--- src/idc_defines.svh ---
// constants of the 14-bit instruction decoder
// assumes: included by the bus slave, decoder and phase divider modules
//
// Contract
// - d bit 0 to accumulator, 1 to file
// - instruction cycle is four oscillator periods
// - add literal and add to file: C,DC,Z
// - subtract forms, one cycle, C,DC,Z
// - or, and, xor with file: Z only
// - rotate left through carry, C only
// - rotate right C only; nibble exchange none
// - decrement skip none; decrement Z
// - increment skip none; increment Z
// - bit clear, set, test skip if low
// - test skip if high; bit ops no flags
// - or and and literal to accumulator, Z
// - return with constant two cycles; load one
// - return and interrupt return two cycles
// - standby and watchdog kick touch TO,PD
// - io read-modify-write reads pin levels
// - timer count write clears assigned prescaler; the move-to-file form (ALU_MOVW) does not clear it
// - taken branch or skip adds NOP cycle
`ifndef IDC_DEFINES_SVH
`define IDC_DEFINES_SVH

// ------------------------------------------------------------
// register map (byte addresses)
// ------------------------------------------------------------
`define IDC_AW          4
`define IDC_OFF_CTRL    4'h0
`define IDC_OFF_STAT    4'h4
`define IDC_OFF_INSTR   4'h8
`define IDC_CTRL_RUN    0
`define IDC_CTRL_PSA    1
`define IDC_CTRL_RST    2'h1

// ------------------------------------------------------------
// timing
// ------------------------------------------------------------
`define IDC_OSC_PER_CYC 4
`define IDC_Q_LAST      2'h3

// ------------------------------------------------------------
// flag mask bits and file addresses
// ------------------------------------------------------------
`define IDC_FL_C        5'h01
`define IDC_FL_DC       5'h02
`define IDC_FL_Z        5'h04
`define IDC_FL_TOPD     5'h18
`define IDC_FL_CDZ      5'h07
`define IDC_FA_TIMER_ZERO  7'h01
`define IDC_FA_FIRST_PORT  7'h05
`define IDC_FA_SECOND_PORT 7'h06

// ------------------------------------------------------------
// fixed words of the control group
// ------------------------------------------------------------
`define IDC_W_RET       14'h0008
`define IDC_W_RETI      14'h0009
`define IDC_W_SLEEP     14'h0063
`define IDC_W_WDT       14'h0064
`define IDC_W_NOP       14'h0000

`endif

--- src/idc_pkg.sv ---
// types of the instruction decoder
// assumes: nothing
package idc_pkg;

    typedef enum logic [4:0] {
        ALU_NONE, ALU_ADD, ALU_SUB, ALU_AND, ALU_OR, ALU_XOR,
        ALU_CLR, ALU_COM, ALU_DEC, ALU_INC, ALU_COPY, ALU_MOVW,
        ALU_RL, ALU_RR, ALU_SWAP, ALU_BCLR, ALU_BSET, ALU_BTEST, ALU_LIT
    } idc_alu_t;

    typedef struct packed {
        idc_alu_t    alu;
        logic        wr_acc;
        logic        wr_file;
        logic        use_lit;
        logic [4:0]  flags;
        logic        two_cyc;
        logic        skip;
        logic        pc_load;
        logic        push;
        logic        pop;
        logic        gie;
        logic        sleep;
        logic        wdt;
        logic        rd_pins;
        logic        psc_clr;
        logic [2:0]  bitn;
        logic [6:0]  faddr;
        logic [10:0] k;
    } idc_dec_t;

endpackage

--- src/idc_reg_if.sv ---
// register carrier between bus slave and decoder core
// assumes: one clock domain
`timescale 1ns/1ps
interface idc_reg_if;
    logic        run;
    logic        psa;
    logic [31:0] stat;
    logic [31:0] instr;
    modport slv  (output run, psa, input stat, instr);
    modport core (input run, psa, output stat, instr);
endinterface

--- src/idc_axil_slave.sv ---
// axi4-lite slave holding control and showing status
// assumes: 32-bit data, one outstanding write and read
`timescale 1ns/1ps
`include "idc_defines.svh"
module idc_axil_slave import idc_pkg::*; (
    // clock and reset
    input  wire logic             clk,
    input  wire logic             rst_n,
    // write channels
    input  wire logic [`IDC_AW-1:0] awaddr,
    input  wire logic             awvalid,
    output logic                  awready,
    input  wire logic [31:0]      wdata,
    input  wire logic [3:0]       wstrb,
    input  wire logic             wvalid,
    output logic                  wready,
    output logic [1:0]            bresp,
    output logic                  bvalid,
    input  wire logic             bready,
    // read channels
    input  wire logic [`IDC_AW-1:0] araddr,
    input  wire logic             arvalid,
    output logic                  arready,
    output logic [31:0]           rdata,
    output logic [1:0]            rresp,
    output logic                  rvalid,
    input  wire logic             rready,
    // register carrier
    idc_reg_if.slv                rif
);
    typedef struct packed {
        logic               aw_ok;
        logic [`IDC_AW-1:0] aw;
        logic               w_ok;
        logic [7:0]         wd;
        logic               wb0;
        logic               bv;
        logic [1:0]         br;
        logic               rv;
        logic [31:0]        rd;
        logic [1:0]         rr;
        logic [1:0]         ctrl;
    } idc_axs_t;

    idc_axs_t s_reg;
    idc_axs_t s_next;

    always_comb begin
        s_next = s_reg;
        if (awvalid && awready) begin
            s_next.aw_ok = 1'b1;
            s_next.aw    = awaddr;
        end
        if (wvalid && wready) begin
            s_next.w_ok = 1'b1;
            s_next.wd   = wdata[7:0];
            s_next.wb0  = wstrb[0];
        end
        if (s_reg.aw_ok && s_reg.w_ok) begin
            s_next.aw_ok = 1'b0;
            s_next.w_ok  = 1'b0;
            s_next.bv    = 1'b1;
            s_next.br    = 2'h0;
            case (s_reg.aw)
                `IDC_OFF_CTRL: begin
                    if (s_reg.wb0) begin
                        s_next.ctrl = s_reg.wd[1:0];
                    end
                end
                `IDC_OFF_STAT, `IDC_OFF_INSTR: begin
                    s_next.br = 2'h0;
                end
                default: begin
                    s_next.br = 2'h2;
                end
            endcase
        end
        if (s_reg.bv && bready) begin
            s_next.bv = 1'b0;
        end
        if (arvalid && arready) begin
            s_next.rv = 1'b1;
            s_next.rr = 2'h0;
            case (araddr)
                `IDC_OFF_CTRL:  s_next.rd = {30'h0, s_reg.ctrl};
                `IDC_OFF_STAT:  s_next.rd = rif.stat;
                `IDC_OFF_INSTR: s_next.rd = rif.instr;
                default: begin
                    s_next.rd = 32'h0;
                    s_next.rr = 2'h2;
                end
            endcase
        end else if (s_reg.rv && rready) begin
            s_next.rv = 1'b0;
        end
    end

    always_ff @(posedge clk or negedge rst_n) begin
        if (!rst_n) begin
            s_reg      <= '0;
            s_reg.ctrl <= `IDC_CTRL_RST;
        end else begin
            s_reg <= s_next;
        end
    end

    assign awready = !s_reg.aw_ok && !s_reg.bv;
    assign wready  = !s_reg.w_ok && !s_reg.bv;
    assign bvalid  = s_reg.bv;
    assign bresp   = s_reg.br;
    assign arready = !s_reg.rv;
    assign rvalid  = s_reg.rv;
    assign rdata   = s_reg.rd;
    assign rresp   = s_reg.rr;
    assign rif.run = s_reg.ctrl[`IDC_CTRL_RUN];
    assign rif.psa = s_reg.ctrl[`IDC_CTRL_PSA];
endmodule

--- src/idc_decoder.sv ---
// 14-bit instruction decoder, top level
// assumes: instr_word and skip_cond come from logic on clk
`timescale 1ns/1ps
`include "idc_defines.svh"
module idc_decoder import idc_pkg::*; (
    // clock and reset
    input  wire logic               clk,
    input  wire logic               rst_n,
    // register bus
    input  wire logic [`IDC_AW-1:0] awaddr,
    input  wire logic               awvalid,
    output logic                    awready,
    input  wire logic [31:0]        wdata,
    input  wire logic [3:0]         wstrb,
    input  wire logic               wvalid,
    output logic                    wready,
    output logic [1:0]              bresp,
    output logic                    bvalid,
    input  wire logic               bready,
    input  wire logic [`IDC_AW-1:0] araddr,
    input  wire logic               arvalid,
    output logic                    arready,
    output logic [31:0]             rdata,
    output logic [1:0]              rresp,
    output logic                    rvalid,
    input  wire logic               rready,
    // program memory and datapath
    input  wire logic [13:0]        instr_word,
    input  wire logic               skip_cond,
    // cycle timing
    output logic                    cycle_start,
    output logic                    cycle_end,
    output logic [1:0]              q_phase,
    output logic                    exec_valid,
    // decoded controls
    output logic [4:0]              alu_op,
    output logic                    wr_acc,
    output logic                    wr_file,
    output logic                    use_literal,
    output logic [4:0]              flag_mask,
    output logic                    two_cycle,
    output logic                    skip_op,
    output logic                    pc_load,
    output logic                    push_ret,
    output logic                    pop_ret,
    output logic                    gie_set,
    output logic                    enter_standby,
    output logic                    wdt_clear,
    output logic                    read_pins,
    output logic                    clr_prescaler,
    output logic [2:0]              bit_idx,
    output logic [6:0]              file_addr,
    output logic [10:0]             literal
);
    // ------------------------------------------------------------
    // sub blocks
    // ------------------------------------------------------------
    idc_reg_if rif ();

    idc_axil_slave u_bus (
        .clk     (clk),
        .rst_n   (rst_n),
        .awaddr  (awaddr),
        .awvalid (awvalid),
        .awready (awready),
        .wdata   (wdata),
        .wstrb   (wstrb),
        .wvalid  (wvalid),
        .wready  (wready),
        .bresp   (bresp),
        .bvalid  (bvalid),
        .bready  (bready),
        .araddr  (araddr),
        .arvalid (arvalid),
        .arready (arready),
        .rdata   (rdata),
        .rresp   (rresp),
        .rvalid  (rvalid),
        .rready  (rready),
        .rif     (rif)
    );

    idc_phase_div u_ph (
        .clk       (clk),
        .rst_n     (rst_n),
        .en        (rif.run),
        .q         (q_phase),
        .cyc_start (cycle_start),
        .cyc_end   (cycle_end)
    );

    // ------------------------------------------------------------
    // decode
    // ------------------------------------------------------------
    function automatic idc_dec_t idc_decode(input logic [13:0] w, input logic psa);
        idc_dec_t d;
        logic     rmw;
        logic     n2;
        d         = '0;
        rmw       = 1'b0;
        n2        = 1'b0;
        d.faddr   = w[6:0];
        d.bitn    = w[9:7];
        d.k       = w[10:0];
        case (w[13:12])
            2'b00: begin
                d.wr_acc  = ~w[7];
                d.wr_file = w[7];
                rmw       = 1'b1;
                n2        = 1'b1;
                case (w[11:8])
                    4'h7: begin d.alu = ALU_ADD;  d.flags = `IDC_FL_CDZ; end
                    4'h2: begin d.alu = ALU_SUB;  d.flags = `IDC_FL_CDZ; end
                    4'h4: begin d.alu = ALU_OR;   d.flags = `IDC_FL_Z;   end
                    4'h5: begin d.alu = ALU_AND;  d.flags = `IDC_FL_Z;   end
                    4'h6: begin d.alu = ALU_XOR;  d.flags = `IDC_FL_Z;   end
                    4'hd: begin d.alu = ALU_RL;   d.flags = `IDC_FL_C;   end
                    4'hc: begin d.alu = ALU_RR;   d.flags = `IDC_FL_C;   end
                    4'he: d.alu = ALU_SWAP;
                    4'hb: begin d.alu = ALU_DEC;  d.skip = 1'b1;         end
                    4'h3: begin d.alu = ALU_DEC;  d.flags = `IDC_FL_Z;   end
                    4'hf: begin d.alu = ALU_INC;  d.skip = 1'b1;         end
                    4'ha: begin d.alu = ALU_INC;  d.flags = `IDC_FL_Z;   end
                    4'h9: begin d.alu = ALU_COM;  d.flags = `IDC_FL_Z;   end
                    4'h8: begin d.alu = ALU_COPY; d.flags = `IDC_FL_Z;   end
                    4'h1: begin
                        d.alu   = ALU_CLR;
                        d.flags = `IDC_FL_Z;
                        rmw     = 1'b0;
                        n2      = w[7];
                    end
                    4'h0: begin
                        rmw      = 1'b0;
                        n2       = 1'b0;
                        d.wr_acc = 1'b0;
                        if (w[7]) begin
                            d.alu = ALU_MOVW;
                        end else begin
                            d.wr_file = 1'b0;
                            case (w)
                                `IDC_W_RET: begin
                                    d.pop = 1'b1;
                                    d.two_cyc = 1'b1;
                                end
                                `IDC_W_RETI: begin
                                    d.pop = 1'b1;
                                    d.gie = 1'b1;
                                    d.two_cyc = 1'b1;
                                end
                                `IDC_W_SLEEP: begin d.sleep = 1'b1; d.flags = `IDC_FL_TOPD; end
                                `IDC_W_WDT:   begin d.wdt = 1'b1;   d.flags = `IDC_FL_TOPD; end
                                default: d.alu = ALU_NONE;
                            endcase
                        end
                    end
                    default: d.alu = ALU_NONE;
                endcase
            end
            2'b01: begin
                case (w[11:10])
                    2'b00: begin d.alu = ALU_BCLR; d.wr_file = 1'b1; end
                    2'b01: begin d.alu = ALU_BSET; d.wr_file = 1'b1; end
                    default: begin d.alu = ALU_BTEST; d.skip = 1'b1; end
                endcase
                rmw = ~w[11];
                n2  = ~w[11];
            end
            2'b10: begin
                d.pc_load = 1'b1;
                d.two_cyc = 1'b1;
                d.push    = ~w[11];
            end
            default: begin
                d.use_lit = 1'b1;
                d.wr_acc  = 1'b1;
                d.alu     = ALU_LIT;
                casez (w[11:8])
                    4'b00??: d.alu = ALU_LIT;
                    4'b01??: begin d.pop = 1'b1; d.two_cyc = 1'b1; end
                    4'h8: begin d.alu = ALU_OR;  d.flags = `IDC_FL_Z; end
                    4'h9: begin d.alu = ALU_AND; d.flags = `IDC_FL_Z; end
                    4'ha: begin d.alu = ALU_XOR; d.flags = `IDC_FL_Z; end
                    4'b110?: begin d.alu = ALU_SUB; d.flags = `IDC_FL_CDZ; end
                    4'b111?: begin d.alu = ALU_ADD; d.flags = `IDC_FL_CDZ; end
                    default: begin d.alu = ALU_NONE; d.wr_acc = 1'b0; end
                endcase
            end
        endcase
        d.rd_pins = rmw && (d.faddr == `IDC_FA_FIRST_PORT || d.faddr == `IDC_FA_SECOND_PORT);
        d.psc_clr = psa && n2 && d.wr_file && (d.faddr == `IDC_FA_TIMER_ZERO);
        return d;
    endfunction

    // ------------------------------------------------------------
    // cycle sequencing
    // ------------------------------------------------------------
    typedef struct packed {
        logic [13:0] instr;
        idc_dec_t    dec;
        logic        exec;
        logic        flush;
    } idc_core_t;

    idc_core_t s_reg;
    idc_core_t s_next;

    always_comb begin
        s_next = s_reg;
        if (cycle_start) begin
            s_next.exec  = ~s_reg.flush;
            s_next.flush = 1'b0;
            s_next.instr = s_reg.flush ? `IDC_W_NOP : instr_word;
            s_next.dec   = s_reg.flush ? '0 : idc_decode(instr_word, rif.psa);
        end
        if (cycle_end) begin
            s_next.flush = s_reg.exec && (s_reg.dec.two_cyc || (s_reg.dec.skip && skip_cond));
        end
    end

    always_ff @(posedge clk or negedge rst_n) begin
        if (!rst_n) begin
            s_reg <= '0;
        end else begin
            s_reg <= s_next;
        end
    end

    // ------------------------------------------------------------
    // outputs and status
    // ------------------------------------------------------------
    assign exec_valid    = s_reg.exec;
    assign alu_op        = s_reg.dec.alu;
    assign wr_acc        = s_reg.dec.wr_acc;
    assign wr_file       = s_reg.dec.wr_file;
    assign use_literal   = s_reg.dec.use_lit;
    assign flag_mask     = s_reg.dec.flags;
    assign two_cycle     = s_reg.dec.two_cyc;
    assign skip_op       = s_reg.dec.skip;
    assign pc_load       = s_reg.dec.pc_load;
    assign push_ret      = s_reg.dec.push;
    assign pop_ret       = s_reg.dec.pop;
    assign gie_set       = s_reg.dec.gie;
    assign enter_standby = s_reg.dec.sleep;
    assign wdt_clear     = s_reg.dec.wdt;
    assign read_pins     = s_reg.dec.rd_pins;
    assign clr_prescaler = s_reg.dec.psc_clr;
    assign bit_idx       = s_reg.dec.bitn;
    assign file_addr     = s_reg.dec.faddr;
    assign literal       = s_reg.dec.k;
    assign rif.instr     = {18'h0, s_reg.instr};
    assign rif.stat      = {18'h0, s_reg.flush, s_reg.exec, s_reg.dec.two_cyc,
                            s_reg.dec.wr_file, s_reg.dec.alu, s_reg.dec.flags};

    wire byte_op = exec_valid && s_reg.instr[13:12] == 2'b00 && s_reg.instr[11:8] != 4'h0;
endmodule

--- src/idc_phase_div.sv ---
// divides clk into four-period instruction cycles
// assumes: en from same clock domain
`timescale 1ns/1ps
`include "idc_defines.svh"
module idc_phase_div import idc_pkg::*; (
    // clock and reset
    input  wire logic       clk,
    input  wire logic       rst_n,
    // control
    input  wire logic       en,
    // phase
    output logic [1:0] q,
    output logic       cyc_start,
    output logic       cyc_end
);
    typedef struct packed {
        logic [1:0] q;
    } idc_ph_t;

    idc_ph_t s_reg;
    idc_ph_t s_next;

    always_comb begin
        s_next = s_reg;
        if (en) begin
            s_next.q = s_reg.q + 2'h1;
        end
    end

    always_ff @(posedge clk or negedge rst_n) begin
        if (!rst_n) begin
            s_reg <= '0;
        end else begin
            s_reg <= s_next;
        end
    end

    assign q         = s_reg.q;
    assign cyc_start = en && (s_reg.q == 2'h0);
    assign cyc_end   = en && (s_reg.q == `IDC_Q_LAST);
endmodule

--- config.mk ---
export PLATFORM = sky130hd
export DESIGN_NAME = idc_decoder
export DESIGN_NICKNAME = d
export VERILOG_FILES = /design/src/idc_pkg.sv /design/src/idc_reg_if.sv /design/src/idc_axil_slave.sv /design/src/idc_decoder.sv /design/src/idc_phase_div.sv
export VERILOG_INCLUDE_DIRS = /design/src
export SDC_FILE = /design/constraint.sdc
export NUM_CORES = 1
export LEC_CHECK = 0
export BUFFER_PORTS_ARGS = -buffer_cell sky130_fd_sc_hd__buf_2
export CORE_MARGIN = 3
export CORE_UTILIZATION = 53
export DETAILED_ROUTE_END_ITERATION = 10
export GPL_ROUTABILITY_DRIVEN = 0
export PLACE_DENSITY = 0.95
export SKIP_LAST_GASP = 1
export SYNTH_ARGS = -nofsm -noshare
export SYNTH_HDL_FRONTEND = slang
export SYNTH_SLANG_ARGS = --single-unit
--- constraint.sdc ---
create_clock -name clk -period 4.35 [get_ports clk]
set_input_delay 0.6525 -clock clk [delete_from_list [all_inputs] [get_ports clk]]
set_output_delay 0.6525 -clock clk [all_outputs]
set_load 0.02 [all_outputs]
==> metrics.txt <==
number of top-level pins between 150 and 200; top_reg_cell synth dfrtp_1; final WL 9537 µm; clk sinks 69; 1st-pass router iterations 6; maxcap violations 0; top-area cell type share of the netlist area 0.4367; Area Overhead vs Synth 8.542%; wire length of the first global-routing pass 15,620 µm; Post-Syn Area 3896 µm²; Setup-failing EPs final 0; TritonCTS clock tree done; CTS resizes 0; Detail Route Antenna Nets 0; Fillers 562; ys async rst share 1.000; Reg2Reg Depth 8; Initial Utilization 0.5611; CP most frequent cell inv_1; Max Freq ~370 MHz; final hold vios 0; Period minus WS final 2.724 ns; Slew Limit Fails 0; vias in the first global route 3,128; warnings from Yosys 0; Post-synth top cells dfrtp_1 (68), nand2_1 (68), buf_4 (67), o21ai_0 (40); outcome finished, final reports clean; largest net degree at the start of global routing 60; #FFs+latches synth 69; Vias/cell 5.688; critical path type reg2out; Final #Nets approximately 530; Syn Inst Count about 420; Synth area leaders dfrtp_1 (44%), buf_4 (13%), nand2_1 (6.6%); Die W 91.74 µm; VDD IR-drop max about 340 µV; Pwr Density 644.4 nW/µm²; cts bufs inserted 9; share of cells above drive strength 1 0.3015; RSZ-0062 raised after global routing false; Worst path slowest cell buf_4; Vias 3,225; GR Overflow Total 0; Tightest Pin Transition 0.7196 ns; max incr delay on CP 0.46 ns; CP cell instances inv_1 > ha_1 > nand2_1 > buf_4 > inv_1 > buf_2; post-layout util 0.6090; Die Height 91.74 µm; Sum Neg Setup Slack 0 ns; maximum clock insertion buffer count 2; Core Rows 30; Worst Path Required between 3 and 4 ns; worst hold path class in2async; Residual DRC 0; startpoint types flop; Max H-tree Level 3; Distinct cells, synth 54; clk_skew between 0.005 and 0.006 ns; worst-path fanout max 59; area leader, netlist dfrtp_1; wire length per cell 16.82 µm; # hold bufs at CTS 0; number of enable flip-flop cells after synthesis 0; Buffers on Ports 102; Relative slew margins 0.5170; CP endpoint kind output pin; DP HPWL roughly 6600 µm; Leak between 2 and 2.5 nW; fin crit share 0.6263; post-CTS setup buffer count 0; Clock Latency Late Sink 0.34 ns; initial antenna violation count 0; critical path arrival 2.07 ns; Avg Inst Size Synth 9.189 µm²; Starting DRT DRC Count 454; total track usage 0.2312; diodes inserted 0; post-synthesis sequential area ratio 0.4435; die area 8416 µm²; Core Area 6944 µm²; Clk pin slew, worst setup/hold paths 0.08 ns; CTS root buf clkbuf_8
cells in the final DEF (no fill, tap or decap), types with 3 or more instances in the layout:
cell | netlist | routed
buf_2 | 6 | 102
nand2_1 | 68 | 68
dfrtp_1 | 68 | 68
o21ai_0 | 40 | 40
conb_1 | 1 | 20
nor2_1 | 16 | 16
a22oi_1 | 14 | 14
mux2_2 | 11 | 11
a21oi_1 | 10 | 10
clkbuf_8 | 0 | 10
nor3_1 | 9 | 9
inv_1 | 8 | 8
nand3_1 | 8 | 8
and2_1 | 6 | 6
nor2b_1 | 6 | 6
a21o_1 | 5 | 5
o31ai_1 | 5 | 5
a221o_1 | 4 | 4
nand4_1 | 4 | 4
and3_1 | 3 | 3
buf_4 | 67 | 3
metrics by stage:
| step | worst slack (ns) | power (mW) | instance area, µm² | hold WS (ns) | std cells |
|---|---|---|---|---|---|
| final | 1.626 | 2.725 | 4229 | 0.3199 | 567 |
| after global routing | 1.494 | 2.886 | 4229 | 0.3620 | 567 |
| after CTS | 1.657 | 2.739 | 4229 | 0.3341 | 567 |
| after detailed placement | 2.083 | 2.138 | 4005 | 0.4609 | 551 |
| after global placement | 2.101 | 2.092 | 4005 | 0.4512 | 551 |
| after floorplan | 2.522 | 1.958 | 3968 | 0.3569 | 443 |
report_power, final:
part           total, mW  switching [mW]  internal (mW)  leakage, nW
Sequential          1.08           0.206          0.877        0.882
Combinational       1.06           0.689          0.369         1.13
Clock              0.584           0.247          0.337        0.112
Total               2.73            1.14           1.58         2.12
critical path, delay by kind of cell (launching register included):
family | cells | cell delay [ns]
flops | 1 | 0.40
buf+inv | 4 | 1.01
fa+ha+maj | 1 | 0.23
simple gates | 1 | 0.07
worst paths after layout:
path / startpoint / endpoint / slack (ns)
worst max-delay path: u_ph.q[0]$_DFFE_PN0P_ / cycle_start / 1.63
worst min-delay path: rst_n / wdt_clear$_DFFE_PN0P_ / 0.32
worst max register to register: u_ph.q[0]$_DFFE_PN0P_ / alu_op[3]$_DFFE_PN0P_ / 2.13
worst min register to register: enter_standby$_DFFE_PN0P_ / enter_standby$_DFFE_PN0P_ / 0.48
max in group asynchronous: rst_n / rif.instr[7]$_DFFE_PN0P_ / 3.09
min in group clk: enter_standby$_DFFE_PN0P_ / enter_standby$_DFFE_PN0P_ / 0.48
cell type report:
type	instances	area [µm²]	share of cell area
Timing Repair Buffer	105	533.0	0.1260
Sequential cell	69	1728	0.4086
Multi-Input combinational cell	273	1594	0.3769
Tap cell	96	120.1	0.02840
Clock inverter	6	86.33	0.02041
Clock buffer	10	137.6	0.03254
Inverter	8	30.03	0.007101
layer usage:
layer	up-vias	routed length, µm	track usage	share of wire
met5	-	0	0	0
met4	0	250	0.09530	0.026
met3	28	841	0.05660	0.088
met2	190	4807	0.3883	0.50
met1	1540	3637	0.2850	0.38
li1	1467	-	-	-
kinds of logic (layout without fill, tap and decap cells):
group,after synthesis,in the layout,synth area share
AOI/OAI and AO/OA,101,101,0.1718
xor gates and xnor gates,3,3,0.006745
adders and majority gates,2,2,0.006422
buffers and inverters,101,129,0.1657
DFF,69,69,0.4435
muxes,12,12,0.03436
other,1,20,0.0009625
and+or+nand+nor,135,135,0.1705
No activity file was read; power rests on OpenSTA's default activity.
